`src/rtl/nested_irq_consts.svh`:
```
// Offsets, field positions, reset values and timing counts of the nested interrupt priority block.
`ifndef NESTED_IRQ_CONSTS_SVH
`define NESTED_IRQ_CONSTS_SVH
// Register indices as printed; the byte address is four times the index.
`define IDX_LEVEL_0   8'h2C
`define IDX_LEVEL_1   8'h2D
`define IDX_LEVEL_2   8'h2E
`define IDX_LEVEL_3   8'h2F
`define IDX_PERIPH    8'h30
`define IDX_STATUS    8'h31
// Reset values.
`define LEVEL_RST     8'hFF
`define PERIPH_RST    8'hFF
`define LEVEL3_RO     4'hF
// Priority codes, high bit then low bit.
`define PRIO_LVL0     2'h2
`define PRIO_LVL3     2'h3
// Vector addresses.
`define VEC_TOP       16'hFFFA
`define VEC_TRAP      16'hFFFC
// Main oscillator divided by two gives the CPU rate.
`define CPU_DIV       2
`endif

```
`src/rtl/nested_irq_pkg.sv`:
```
// Types shared by the nested interrupt priority block.
package nested_irq_pkg;
   // Power mode of the core.
   typedef enum logic [1:0] {MODE_RUN, MODE_WAIT, MODE_HALT} cpu_mode_t;
endpackage : nested_irq_pkg

```
`src/rtl/nested_irq_priority_and_wait.sv`:
```
// Software priority registers, interrupt arbitration and WAIT/HALT mode control.
//
// Summary of operation
// - Reset sets all priority registers to ones.
// - Upper nibble of fourth register reads ones.
// - Pair encoding matches current priority bits.
// - Pair index rises per vector step down.
// - Writing level-0 code keeps that pair unchanged.
// - Reset, trap, top-level set both bits.
// - Top-level pair stored but ignored in arbitration.
// - Raised priority of running source re-enters it.
// - Enable, wait, halt instructions load level 0.
// - Disable and trap instructions load level 3.
// - Priority instructions inside routines change running level.
// - Fixed descending vector pairs from top source.
// - Only listed sources wake from halt.
// - Four registers at consecutive addresses.
// - Reset enters RUN, CPU at half rate.
// - Wait stops CPU only, peripherals run.
// - Entering WAIT enables every interrupt.
// - WAIT lasts until interrupt or reset.
// - Priority bits saved before servicing, restored by pop.
// - Each peripheral can be switched off by software.
// - Codes 10,01,00,11 are levels 0 to 3.
// - Highest level first, ties by fixed order.
// - Maskable taken only above running level.
// - Return restores saved priority bits.
//
// Decided for this implementation: the AHB-Lite slave port.
`timescale 1ns/10ps
`default_nettype none
`include "nested_irq_consts.svh"
module nested_irq_priority_and_wait
   import nested_irq_pkg::*;
#(
   parameter int          NUM_SRC   = 11,
   parameter int          NUM_PERIPH = 8,
   parameter logic [10:0] HALT_WAKE = 11'h667
)(
   input  wire logic                  hclk,
   input  wire logic                  hresetn,
   input  wire logic                  hsel,
   input  wire logic [31:0]           haddr,
   input  wire logic [1:0]            htrans,
   input  wire logic                  hwrite,
   input  wire logic [2:0]            hsize,
   input  wire logic [31:0]           hwdata,
   input  wire logic                  hready,
   output logic                       hreadyout,
   output logic                       hresp,
   output logic [31:0]                hrdata,
   input  wire logic [NUM_SRC-1:0]    irq_req,
   input  wire logic                  instr_boundary,
   input  wire logic                  enable_irq_instr,
   input  wire logic                  disable_irq_instr,
   input  wire logic                  wait_for_irq_instr,
   input  wire logic                  halt_instr,
   input  wire logic                  trap_instr,
   input  wire logic                  irq_return_instr,
   input  wire logic                  pop_cc_instr,
   input  wire logic [1:0]            popped_prio,
   output logic [1:0]                 cur_prio,
   output logic                       irq_take,
   output logic [3:0]                 irq_index,
   output logic [15:0]                irq_vector,
   output logic [1:0]                 cc_save_prio,
   output logic                       cpu_clk_en,
   output logic [NUM_PERIPH-1:0]      periph_clk_en,
   output logic                       in_wait,
   output logic                       in_halt
);

   ////////////////////////////////////////////////////////////////////////////
   // Declarations.
   logic [7:0]            level_reg [4];     // Priority registers.
   logic [7:0]            periph_on;         // Peripheral enable bits.
   cpu_mode_t             mode;              // Current power mode.
   logic                  div_ph;            // CPU rate divider phase.
   logic                  wr_pend;           // Write data phase pending.
   logic [7:0]            wr_idx;            // Index latched at address phase.
   logic [1:0]            pair_code [14];    // Stored code per pair.
   logic [1:0]            pair_num [14];     // Numeric level per pair.
   logic                  found;             // A request may be taken.
   logic [3:0]            best_idx;          // Winning source.
   logic [1:0]            best_lvl;          // Winning numeric level.
   logic [1:0]            best_code;         // Winning priority code.
   logic                  acc_ok;            // Valid addressed access.
   logic [7:0]            acc_idx;           // Register index of access.
   logic [1:0]            run_num;           // Numeric running level.
   logic                  take_now;          // Interrupt taken this edge.
   logic                  trap_now;          // Trap taken this edge.
   logic                  instr_any;         // Priority instruction present.

   // Convert a priority code to a numeric level 0..3.
   function automatic logic [1:0] code_num(input logic [1:0] c);
      code_num = {~(c[1] ^ c[0]), c[0]};
   endfunction : code_num

   // The slave never stretches a transfer, so every access has zero wait states.
   assign hreadyout = 1'b1;
   assign hresp     = 1'b0;
   assign acc_ok    = hsel & hready & htrans[1] & (haddr[1:0] == 2'h0);
   assign acc_idx   = haddr[9:2];

   ////////////////////////////////////////////////////////////////////////////
   // Bus address phase: latch a pending write, prepare read data.
   always_ff @(posedge hclk or negedge hresetn)
   begin
      if (!hresetn)
      begin
         wr_pend <= 1'b0;
         wr_idx  <= 8'h00;
      end
      else if (hready)
      begin
         wr_pend <= acc_ok & hwrite;
         wr_idx  <= acc_idx;
      end
   end

   // Read data is registered at the address phase, so it stands in the data phase.
   always_ff @(posedge hclk or negedge hresetn)
   begin
      if (!hresetn)
         hrdata <= 32'h0;
      else if (acc_ok && !hwrite)
      begin
         // Unmapped offsets read zero; all answers are OKAY.
         case (acc_idx)
            `IDX_LEVEL_0: hrdata <= {24'h0, level_reg[0]};
            `IDX_LEVEL_1: hrdata <= {24'h0, level_reg[1]};
            `IDX_LEVEL_2: hrdata <= {24'h0, level_reg[2]};
            `IDX_LEVEL_3: hrdata <= {24'h0, `LEVEL3_RO, level_reg[3][3:0]};
            `IDX_PERIPH:  hrdata <= {24'h0, periph_on};
            // Status holds the power mode above the running priority bits.
            `IDX_STATUS:  hrdata <= {28'h0, mode, cur_prio};
            default:      hrdata <= 32'h0;
         endcase
      end
   end

   ////////////////////////////////////////////////////////////////////////////
   // Priority registers, one filtered pair at a time.
   // The read-only nibble of the fourth register is forced to ones every cycle, so writes there fall away.
   genvar g;
   generate
      for (g = 0; g < 16; g++)
      begin : g_pair
         localparam int R = g / 4;
         localparam int B = (g % 4) * 2;
         always_ff @(posedge hclk or negedge hresetn)
         begin
            if (!hresetn)
               level_reg[R][B +: 2] <= 2'(`LEVEL_RST >> B);
            else if (R == 3 && B >= 4)
               level_reg[R][B +: 2] <= 2'h3;
            else if (wr_pend && wr_idx == `IDX_LEVEL_0 + 8'(R)
                     && hwdata[B +: 2] != `PRIO_LVL0)
               level_reg[R][B +: 2] <= hwdata[B +: 2];
         end
         if (g < 14)
         begin : g_code
            assign pair_code[g] = level_reg[R][B +: 2];
            assign pair_num[g]  = code_num(level_reg[R][B +: 2]);
         end
      end
   endgenerate

   // Peripheral switch-off register; a zero bit stops that peripheral.
   always_ff @(posedge hclk or negedge hresetn)
   begin
      if (!hresetn)
         periph_on <= `PERIPH_RST;
      else if (wr_pend && wr_idx == `IDX_PERIPH)
         periph_on <= hwdata[7:0];
   end

   ////////////////////////////////////////////////////////////////////////////
   // Arbitration: highest level wins, lower index wins a tie.
   // The loop runs downwards so that, on equal levels, the lower index is the one kept.
   assign run_num = code_num(cur_prio);
   always_comb
   begin
      found     = 1'b0;
      best_idx  = 4'h0;
      best_lvl  = 2'h0;
      best_code = 2'h0;
      for (int i = NUM_SRC - 1; i >= 0; i--)
      begin
         logic [1:0] lv;
         logic [1:0] cd;
         // Source 0 is the top-level request: its pair is ignored.
         lv = (i == 0) ? 2'h3 : pair_num[i];
         cd = (i == 0) ? `PRIO_LVL3 : pair_code[i];
         // Non-maskable goes through level 3; maskable needs a higher level.
         if (irq_req[i] && ((i == 0) || lv > run_num)
             && (mode != MODE_HALT || HALT_WAKE[i])
             && (!found || lv >= best_lvl))
         begin
            found     = 1'b1;
            best_idx  = 4'(i);
            best_lvl  = lv;
            best_code = cd;
         end
      end
   end

   assign instr_any = enable_irq_instr | disable_irq_instr | wait_for_irq_instr
                    | halt_instr | irq_return_instr | pop_cc_instr;
   assign trap_now  = trap_instr & instr_boundary & (mode == MODE_RUN) & ~irq_req[0];
   // A stopped core takes interrupts at once; a running one at a boundary.
   // A source drops its request only when it sees the take pulse, so nothing is taken while
   // that pulse stands; otherwise a top-level request would be serviced twice.
   assign take_now  = found & ~instr_any & ~irq_take & (instr_boundary | mode != MODE_RUN);

   ////////////////////////////////////////////////////////////////////////////
   // Current priority bits of the condition codes.
   // The order of the branches ranks events that fall in the same cycle.
   always_ff @(posedge hclk or negedge hresetn)
   begin
      if (!hresetn)
         cur_prio <= `PRIO_LVL3;
      else if (take_now)
         cur_prio <= best_code; // re-entry follows from a raised stored level.
      else if (trap_now || disable_irq_instr)
         cur_prio <= `PRIO_LVL3;
      else if (enable_irq_instr || halt_instr || wait_for_irq_instr)
         cur_prio <= `PRIO_LVL0;
      else if (irq_return_instr || pop_cc_instr)
         cur_prio <= popped_prio;
   end

   // Service pulse with the vector and the priority pushed on the stack.
   // Source i sits one two-byte vector step below source i-1.
   always_ff @(posedge hclk or negedge hresetn)
   begin
      if (!hresetn)
      begin
         irq_take     <= 1'b0;
         irq_index    <= 4'h0;
         irq_vector   <= `VEC_TOP;
         cc_save_prio <= `PRIO_LVL3;
      end
      else
      begin
         irq_take <= take_now | trap_now;
         if (take_now || trap_now)
         begin
            irq_index    <= take_now ? best_idx : 4'hF;
            irq_vector   <= take_now ? `VEC_TOP - {11'h0, best_idx, 1'b0} : `VEC_TRAP;
            cc_save_prio <= cur_prio;
         end
      end
   end

   ////////////////////////////////////////////////////////////////////////////
   // Power mode: WAIT and HALT end when an interrupt is taken.
   always_ff @(posedge hclk or negedge hresetn)
   begin
      if (!hresetn)
         mode <= MODE_RUN;
      else
      begin
         case (mode)
            MODE_RUN:
            begin
               if (wait_for_irq_instr)
                  mode <= MODE_WAIT;
               else if (halt_instr)
                  mode <= MODE_HALT;
            end
            MODE_WAIT,
            MODE_HALT:
            begin
               if (take_now)
                  mode <= MODE_RUN;
            end
            default:
               mode <= MODE_RUN;
         endcase
      end
   end

   // Divide by two for the CPU rate enable.
   // The enable runs from reset on, so the core starts in RUN at half rate.
   always_ff @(posedge hclk or negedge hresetn)
   begin
      if (!hresetn)
         div_ph <= 1'b0;
      else
         div_ph <= ~div_ph;
   end

   // WAIT stops only the CPU; HALT stops everything.
   assign cpu_clk_en    = div_ph & (mode == MODE_RUN);
   assign periph_clk_en = (mode == MODE_HALT) ? '0 : {NUM_PERIPH{div_ph}} & periph_on;
   assign in_wait       = (mode == MODE_WAIT);
   assign in_halt       = (mode == MODE_HALT);

   ////////////////////////////////////////////////////////////////////////////
   // Checks.
   // Each antecedent but that of AST_WAIT_ENTRY, which keeps disable and trap, leaves out the events that outrank it in the same cycle.
   AST_RO_NIBBLE: assert property (@(posedge hclk) disable iff (!hresetn)
      level_reg[3][7:4] == `LEVEL3_RO) else $error("upper nibble not ones");

   AST_LVL0_KEPT: assert property (@(posedge hclk) disable iff (!hresetn)
      wr_pend && wr_idx == `IDX_LEVEL_0 && hwdata[1:0] == `PRIO_LVL0
      |=> level_reg[0][1:0] == $past(level_reg[0][1:0])) else $error("level 0 written");

   AST_LEVEL_WRITE: assert property (@(posedge hclk) disable iff (!hresetn)
      wr_pend && wr_idx == `IDX_LEVEL_1 && hwdata[1:0] != `PRIO_LVL0
      |=> level_reg[1][1:0] == $past(hwdata[1:0])) else $error("level write lost");

   AST_ENABLE: assert property (@(posedge hclk) disable iff (!hresetn)
      enable_irq_instr && !take_now && !trap_now && !disable_irq_instr
      |=> cur_prio == `PRIO_LVL0) else $error("enable did not load level 0");

   AST_HALT_ENTRY: assert property (@(posedge hclk) disable iff (!hresetn)
      mode == MODE_RUN && halt_instr && !wait_for_irq_instr && !disable_irq_instr && !trap_now
      |=> in_halt && cur_prio == `PRIO_LVL0) else $error("halt entry wrong");

   AST_DISABLE: assert property (@(posedge hclk) disable iff (!hresetn)
      (disable_irq_instr || trap_now) && !take_now
      |=> cur_prio == `PRIO_LVL3) else $error("disable did not load level 3");

   AST_TRAP_VEC: assert property (@(posedge hclk) disable iff (!hresetn)
      trap_now && !take_now |=> irq_take && irq_index == 4'hF && irq_vector == `VEC_TRAP)
      else $error("trap service wrong");

   AST_WAIT_ENTRY: assert property (@(posedge hclk) disable iff (!hresetn)
      mode == MODE_RUN && wait_for_irq_instr && !take_now
      |=> in_wait && cur_prio == `PRIO_LVL0) else $error("wait entry wrong");

   AST_WAIT_CPU: assert property (@(posedge hclk) disable iff (!hresetn)
      in_wait |-> !cpu_clk_en && periph_clk_en == ({NUM_PERIPH{div_ph}} & periph_on))
      else $error("wait clocks wrong");

   AST_HALT_STOP: assert property (@(posedge hclk) disable iff (!hresetn)
      in_halt |-> periph_clk_en == '0 && !cpu_clk_en) else $error("clocks run in halt");

   AST_WAIT_EXIT: assert property (@(posedge hclk) disable iff (!hresetn)
      in_wait && take_now |=> !in_wait && irq_take) else $error("wait not left on interrupt");

   AST_ABOVE: assert property (@(posedge hclk) disable iff (!hresetn)
      take_now && best_idx != 4'h0 |-> best_lvl > run_num ##1 irq_take)
      else $error("taken at or below running level");

   AST_PUSH: assert property (@(posedge hclk) disable iff (!hresetn)
      take_now |=> cc_save_prio == $past(cur_prio) && cur_prio == $past(best_code))
      else $error("saved priority wrong");

   AST_RETURN: assert property (@(posedge hclk) disable iff (!hresetn)
      (irq_return_instr || pop_cc_instr) && !take_now && !trap_now && !disable_irq_instr
      && !enable_irq_instr && !halt_instr && !wait_for_irq_instr
      |=> cur_prio == $past(popped_prio)) else $error("return did not restore priority");

   AST_TOP_LEVEL: assert property (@(posedge hclk) disable iff (!hresetn)
      take_now && best_idx == 4'h0 |=> cur_prio == `PRIO_LVL3 && irq_vector == `VEC_TOP)
      else $error("top-level service wrong");

   AST_TOP_ONCE: assert property (@(posedge hclk) disable iff (!hresetn)
      irq_take && irq_index == 4'h0 |=> !(irq_take && irq_index == 4'h0))
      else $error("top-level request serviced twice");

   AST_HALT_WAKE: assert property (@(posedge hclk) disable iff (!hresetn)
      in_halt && take_now |-> HALT_WAKE[best_idx]) else $error("halt woken by wrong source");

   AST_DIV: assert property (@(posedge hclk) disable iff (!hresetn)
      cpu_clk_en |=> !cpu_clk_en) else $error("cpu rate not halved");

   AST_RUN_CPU: assert property (@(posedge hclk) disable iff (!hresetn)
      mode == MODE_RUN && !cpu_clk_en && !wait_for_irq_instr && !halt_instr
      |=> cpu_clk_en) else $error("cpu rate enable missing in run");

   COV_NEST: cover property (@(posedge hclk) disable iff (!hresetn)
      irq_take ##[1:20] irq_take && cc_save_prio != `PRIO_LVL0);
   COV_WAIT_EXIT: cover property (@(posedge hclk) disable iff (!hresetn)
      in_wait ##1 !in_wait);
   COV_HALT_EXIT: cover property (@(posedge hclk) disable iff (!hresetn)
      in_halt ##1 !in_halt);
   COV_TRAP: cover property (@(posedge hclk) disable iff (!hresetn) trap_now);
   COV_TOP: cover property (@(posedge hclk) disable iff (!hresetn) irq_take && irq_index == 4'h0);

endmodule : nested_irq_priority_and_wait
`default_nettype wire

```
`config.mk`:
```
export PLATFORM = sky130hd
export DESIGN_NAME = nested_irq_priority_and_wait
export DESIGN_NICKNAME = d
export VERILOG_FILES = /design/src/rtl/nested_irq_pkg.sv /design/src/rtl/nested_irq_priority_and_wait.sv
export VERILOG_INCLUDE_DIRS = /design/src /design/src/rtl
export SDC_FILE = /design/constraint.sdc
export NUM_CORES = 1
export LEC_CHECK = 0
export ABC_CLOCK_PERIOD_IN_PS = 14000
export BUFFER_PORTS_ARGS = -buffer_cell sky130_fd_sc_hd__buf_4
export CORE_ASPECT_RATIO = 1.5
export CORE_MARGIN = 10
export CORE_UTILIZATION = 40
export DETAILED_ROUTE_END_ITERATION = 10
export MAX_ROUTING_LAYER = met4
export PLACE_DENSITY = 0.71
export SLEW_MARGIN = 15
export SYNTH_ARGS = -nofsm -noshare
export SYNTH_HDL_FRONTEND = slang
export SYNTH_SLANG_ARGS = --single-unit
```
`constraint.sdc`:
```
create_clock -name hclk -period 14 [get_ports hclk]
set_clock_uncertainty 0.15 [all_clocks]
set_input_delay 2.8 -clock hclk [delete_from_list [all_inputs] [get_ports hclk]]
set_output_delay 2.8 -clock hclk [all_outputs]
set_load 0.1 [all_outputs]
```
==> run summary, run 1 <==
maximum vdd drop -> 0.1146 mV
drt total wl -> 14.78 mm
HPWL after detailed placement -> 11.65 mm
gp weighted congestion -> 0.9341
fin cells -> 816
grt total ovfl -> 0
final hold vios -> 0
final setup vio count -> 0
setup TNS -> 0 ns
core area -> 12570 sq um
Hold Startpoint -> irq_vector[1]
Antenna Cells -> 0
setup ws final -> 0.6103 ns
PD cells -> 160.1 nW/um^2
Die Y -> 159.2 microns
global-route usage over all layers -> 16.47%
CTS tree -> built
commonest register cell after synthesis -> dfstp_2
via count -> 4486
sequential area share after synthesis -> 34.49%
Initial Util -> 41.08%
Final Cell Area -> 6322 sq um
Critical Path End Type -> register
outcome -> finished, final reports clean
Relative slew margins -> 42.07%
Netlist cell types -> 75
Placed Instances -> 792
Max Cap Viol -> 0
worst endpoint required time -> 14.11 ns
TritonRoute pass-1 iters -> 4
EDFF count, synth -> 0
Async SR Flop Fraction -> 100.0%
share of layout cells above drive strength 1 -> 34.85%
worst hold slack -> 0.3297 ns
routed len/inst -> 18.12 microns
number of top-level pins -> 165
most frequent cells in the layout -> buf_4, nand2_1, nor2_1
FP Rows -> 50
synthesized flop and latch total -> 69
Slowest cell on crit path -> a211oi_1
Root Buffer -> clkbuf_16
yosys warns -> 0
first-pass GRT wire length -> 23.81 mm
CTS clock-pin slew for the worst setup and hold paths -> 0.06 ns
initial DRC count -> 290
Final Core Density -> 50.28%
worst setup path startpoint -> irq_req[10]
minimum clock period -> 13.39 ns
dpl ws -> -0.1890 ns
Synth-to-Final Area Change -> 22.38%
Placement Cell Area -> 5919 sq um
CTS Sinks -> 69
H-tree levels -> 3
antenna-violating nets left -> 0
vias per cell -> 5.498
power consumption -> 1.012 mW
Die W -> 112.8 microns
Hold/Removal Path Class -> register to register
clock latency on the worst-skew pair -> 0.34 ns
Max Slew Vio Count -> 0
initial antenna violation count -> 0
largest fanout on the critical path -> 6
nets -> 792
Gate Count Post-Synth -> 550
critical path class -> input pin to register
number of global-route vias before repair -> 4767
type of origin of the critical path -> input pin
CTS max path bufs -> 2
I/O Buffers -> 77
flip-flop count of the largest register after layout -> 28
max frequency -> 0.07468 GHz
worst flop-to-flop path startpoint -> cur_prio[1]
CTS buffer count -> 9
final worst path period share -> 95.64%
drt drc -> 0
Synth Cell Area -> 5166 sq um
crit-path max cell delay -> 0.39 ns
most frequent CP cell -> ha_1
Worst-Margin Slew -> 0.8690 ns
largest net degree at the start of global routing -> 70
crit path DAT -> 13.50 ns
syn_area_per_cell -> 9.393 sq um
Die ar. -> 17950 sq um
Pleak -> 2.930 nW
Fillers -> 1136
leading cell type in the layout, fill and taps excluded -> buf_4
cell families after synthesis:
kind of cell	count (synthesis)	synth area share, %
muxes	36	8.622
AOI/OAI and AO/OA	135	19.04
and+or+nand+nor	178	17.20
xor gates and xnor gates	12	2.035
buffers and inverters	76	8.307
DFF	69	34.49
other	2	0.1454
adders and majority gates	42	10.17
cells in the mapped netlist (2+ instances only):
| cell type | instances | area [sq um] |
|---|---|---|
| nor2b_1 | 9 | 56.30 |
| xnor2_1 | 9 | 78.83 |
| nand2b_1 | 14 | 87.58 |
| buf_4 | 38 | 285.3 |
| dfrtp_1 | 25 | 625.6 |
| conb_1 | 2 | 7.510 |
| mux4_2 | 4 | 90.09 |
| xor2_1 | 3 | 26.28 |
| mux2i_1 | 7 | 70.07 |
| nor3b_1 | 2 | 15.01 |
| nand4_1 | 3 | 18.77 |
| a211oi_1 | 2 | 15.01 |
| a21oi_1 | 34 | 170.2 |
| o21ai_2 | 3 | 26.28 |
| nand3b_1 | 3 | 22.52 |
| o21ai_0 | 28 | 140.1 |
| ha_1 | 42 | 525.5 |
| or2_2 | 3 | 18.77 |
| nor3_1 | 7 | 35.03 |
| o22ai_1 | 9 | 56.30 |
| mux2_2 | 24 | 270.3 |
| nand3_1 | 6 | 30.03 |
| inv_1 | 25 | 93.84 |
| nand4b_1 | 3 | 26.28 |
| nor4b_1 | 2 | 17.52 |
| a31oi_1 | 4 | 25.02 |
| nand2_1 | 52 | 195.2 |
| o2111ai_1 | 2 | 17.52 |
| and2_1 | 2 | 12.51 |
| a22o_1 | 6 | 52.55 |
| nor2_1 | 53 | 198.9 |
| clkbuf_1 | 10 | 37.54 |
| o21a_1 | 4 | 30.03 |
| o211ai_1 | 3 | 22.52 |
| and3_1 | 10 | 62.56 |
| a21boi_1 | 3 | 22.52 |
| a21o_1 | 8 | 60.06 |
| o22a_1 | 2 | 17.52 |
| nor4_1 | 2 | 12.51 |
| nor2b_4 | 3 | 41.29 |
| dfstp_2 | 44 | 1156 |
| o2111ai_4 | 2 | 52.55 |
worst max-delay path, delay by kind of cell:
kind | cells | cell delay [ns]
compound gates | 32 | 5.41
xor+xnor | 1 | 0.07
fa+ha+maj | 10 | 2.52
buf+inv | 2 | 0.15
mux | 2 | 0.54
simple gates | 15 | 2.03
cell type report:
cell class / count / area [sq um] / area share, %
Multi-Input combinational cell: 440 / 3157 / 49.93
Clock buffer: 15 / 267.8 / 4.235
Sequential cell: 69 / 1782 / 28.18
Clock inverter: 1 / 5.005 / 0.07916
Inverter: 26 / 97.59 / 1.544
Timing Repair Buffer: 109 / 818.3 / 12.94
Tap cell: 156 / 195.2 / 3.087
path summary, 6_finish.rpt:
kind	endpoint	slack [ns]	cells past startpoint
max	irq_vector[4]	0.61	62
min	irq_vector[1]	0.33	2
max reg2reg	irq_vector[4]	1.86	64
min reg2reg	irq_vector[1]	0.33	2
max in group asynchronous	wr_idx[0]	10.70	1
min in group asynchronous	irq_index[0]	2.42	1
routing by layer:
metal	up-vias	GRT usage [%]	part of all wire, %
met5	-	-	0
met4	0	9.433	4.7
met3	50	3.427	5.6
met2	152	28.17	52
met1	2175	16.94	38
li1	2109	-	-
timing repair:
item / CTS / global route
hold buffers: 0 / 0
setup endpoints to repair: 0 / 9
buffers inserted: 0 / 8
resized for setup: 0 / 19
power by group:
part           switching, mW  internal [mW]  total [mW]
logic                  0.381          0.184       0.564
clock network         0.0785          0.129       0.208
registers             0.0149          0.225       0.240
total                  0.474          0.538        1.01
Note: power is estimated with default switching activity, not from simulation.
==> run 2: changes to the inputs <==
ABC_AREA = 1   (was unset)
==> run 2 against run 1 <==
Against the previous run:
- synthesized cell count is 22% higher
- core utilization is 2.5 points lower
- sequential share of layout area increased by 1.6 points
- final cell count grew 12%
- routed wire length fell by 10%
- clock power rose by 2%
- fmax up 10%
- worst setup slack improved by 1.2 ns
- critical endpoint unchanged
- combinational power decreased by 6.4%
- critical path type unchanged
- critical path depth rose by 9
- register-to-register slack better by 0.98 ns
==> run summary, run 2 <==
postcts setup bufs -> 0
Slowest cell on crit path -> or2_2
final worst path period share -> 86.79%
yosys warns -> 0
number of top-level pins -> 165
commonest register cell after synthesis -> dfstp_2
Die ar. -> 17760 sq um
flip-flop count of the largest register after layout -> 28
largest fanout on the critical path -> 8
Netlist cell types -> 42
Max Slew Vio Count -> 0
Initial Util -> 40.76%
final setup vio count -> 0
CTS max path bufs -> 2
initial DRC count -> 166
most numerous cell in the Yosys netlist -> nand2_1
EDFF count, synth -> 0
number of global-route vias before repair -> 4553
routed len/inst -> 14.51 microns
Seq pwr share -> 24.7%
final hold vios -> 0
first-pass GRT wire length -> 21.45 mm
gp weighted congestion -> 0.8930
type of origin of the critical path -> input pin
Post-CTS Hold Fix Bufs -> 0
core area -> 12510 sq um
Die W -> 112.2 microns
Antenna Cells -> 0
FP Rows -> 50
Gate Count Post-Synth -> 673
I/O Buffers -> 77
Die Y -> 158.3 microns
Pint -> 0.4949 mW
post_cts resized -> 0
Hold/Removal Path Class -> register to register
CTS Sinks -> 69
RSZ-0062 raised after global routing -> false
PD cells -> 164.3 nW/um^2
maximum vdd drop -> 0.07419 mV
top cells by area, synth -> dfstp_2, dfrtp_1, nand2_1
HPWL after detailed placement -> 11.11 mm
Fillers -> 1264
CTS tree -> built
Root Buffer -> clkbuf_16
largest net degree at the start of global routing -> 70
Synth top area share -> 22.67%
drt total wl -> 13.26 mm
Placed Instances -> 899
global-route usage over all layers -> 15.26%
dpl ws -> 1.513 ns
most frequent cells in the layout -> nand2_1, inv_1, buf_4
top cells by count, synth -> nand2_1, inv_1, nor2_1
crit path DAT -> 12.27 ns
Final Cell Area -> 5979 sq um
Synth Cell Area -> 5100 sq um
worst hold slack -> 0.3138 ns
via count -> 4458
minimum clock period -> 12.15 ns
share of layout cells above drive strength 1 -> 23.35%
setup ws final -> 1.849 ns
switching fraction of total power -> 49.63%
syn_area_per_cell -> 7.578 sq um
crit-path max cell delay -> 0.31 ns
fin cells -> 914
vias per cell -> 4.877
worst endpoint required time -> 14.12 ns
drt drc -> 0
Critical Path End Type -> register
initial antenna violation count -> 0
sequential area share after synthesis -> 34.94%
synthesized flop and latch total -> 69
Worst-Margin Slew -> 0.8717 ns
clock latency on the worst-skew pair -> 0.33 ns
antenna-violating nets left -> 0
nets -> 891
Net Sw Power -> 0.4876 mW
grt total ovfl -> 0
TritonRoute pass-1 iters -> 4
Clk pwr share -> 21.6%
critical path class -> input pin to register
CTS clock-pin slew for the worst setup and hold paths -> 0.05 ns
Relative slew margins -> 41.44%
Placement Cell Area -> 5700 sq um
max frequency -> 0.08230 GHz
Max Cap Viol -> 0
H-tree levels -> 3
leading cell type in the layout, fill and taps excluded -> nand2_1
setup TNS -> 0 ns
outcome -> finished, final reports clean
Async SR Flop Fraction -> 100.0%
most frequent CP cell -> nand2_1
dominant cell type by area after synthesis -> dfstp_2
CTS buffer count -> 9
combinational share of power -> 53.8%
Pleak -> 3.138 nW
Synth-to-Final Area Change -> 17.25%
## run 2: cell count changes in the layout (fill, tap and decap cells not counted), moves of 7 or more
cell / delta
nand2_1: +102
o21ai_0: +21
a21o_1: -8
nand3_1: +16
nand2_2: +7
inv_1: +81
nand2b_1: -14
mux2_2: -11
buf_4: -31
and3_1: -10
## run 2: area by class of cell
type | count | area, sq um | share of cell area, %
Multi-Input combinational cell | 485 | 2721 | 45.51
Inverter | 111 | 416.7 | 6.968
Timing Repair Buffer | 78 | 585.6 | 9.793
Tap cell | 156 | 195.2 | 3.264
Clock inverter | 1 | 5.005 | 0.08370
Clock buffer | 14 | 274.0 | 4.583
Sequential cell | 69 | 1782 | 29.80
## run 2: worst paths after layout
path                            startpoint              end  slack (ns)  cells past startpoint
min in group asynchronous          hresetn     irq_index[0]        2.41                      1
setup / recovery               irq_req[10]    irq_vector[4]        1.85                     71
max in group asynchronous          hresetn        wr_idx[6]       10.75                      1
setup reg to reg               cur_prio[0]    irq_vector[4]        2.84                     74
hold / removal             cc_save_prio[1]  cc_save_prio[1]        0.31                      2
hold reg to reg            cc_save_prio[1]  cc_save_prio[1]        0.31                      2
## run 2: layer usage
layer  vias to the layer above  GRT usage [%]  part of all wire, %  wire length, microns
met1                      2046          15.51                   40                  5265
met5                         -              -                    0                     0
met3                        31          3.202                  4.5                   594
met4                         0          7.515                  3.9                   520
met2                       116          27.36                   52                  6881
li1                       2265              -                    -                     -
## run 2: cell families after synthesis
kind of cell,after synthesis,share of synthesized area (%)
and+or+nand+nor,269,22.79
other,2,0.1473
DFF,69,34.94
buffers and inverters,154,14.28
adders and majority gates,42,10.30
AOI/OAI and AO/OA,113,12.78
xor gates and xnor gates,11,1.889
muxes,13,2.870
## run 2: stage by stage
| step | util, % | total power [mW] |
|---|---|---|
| 4_1_cts | 47.79 | 0.9905 |
| 2_1_floorplan | - | 0.6743 |
| 6_report | 47.79 | 0.9825 |
| 5_1_grt | 47.79 | 1.053 |
| 3_3_place_gp | 45.56 | 0.7709 |
| 3_5_place_dp | 45.56 | 0.7769 |
## run 2: worst max-delay path, delay by kind of cell
| family | cells | cell delay [ns] |
|---|---|---|
| buffers and inverters | 7 | 0.52 |
| adders and majority gates | 10 | 2.51 |
| AOI/OAI and AO/OA | 15 | 2.07 |
| and+or+nand+nor | 39 | 4.34 |
## run 2: power groups by stage
stage	Clock (mW)	Combinational, mW	Sequential (mW)
after global routing	0.223	0.584	0.245
final	0.212	0.528	0.242
after CTS	0.215	0.533	0.243
after global placement	0	0.526	0.245
after detailed placement	0	0.531	0.246
after floorplan	0	0.358	0.316
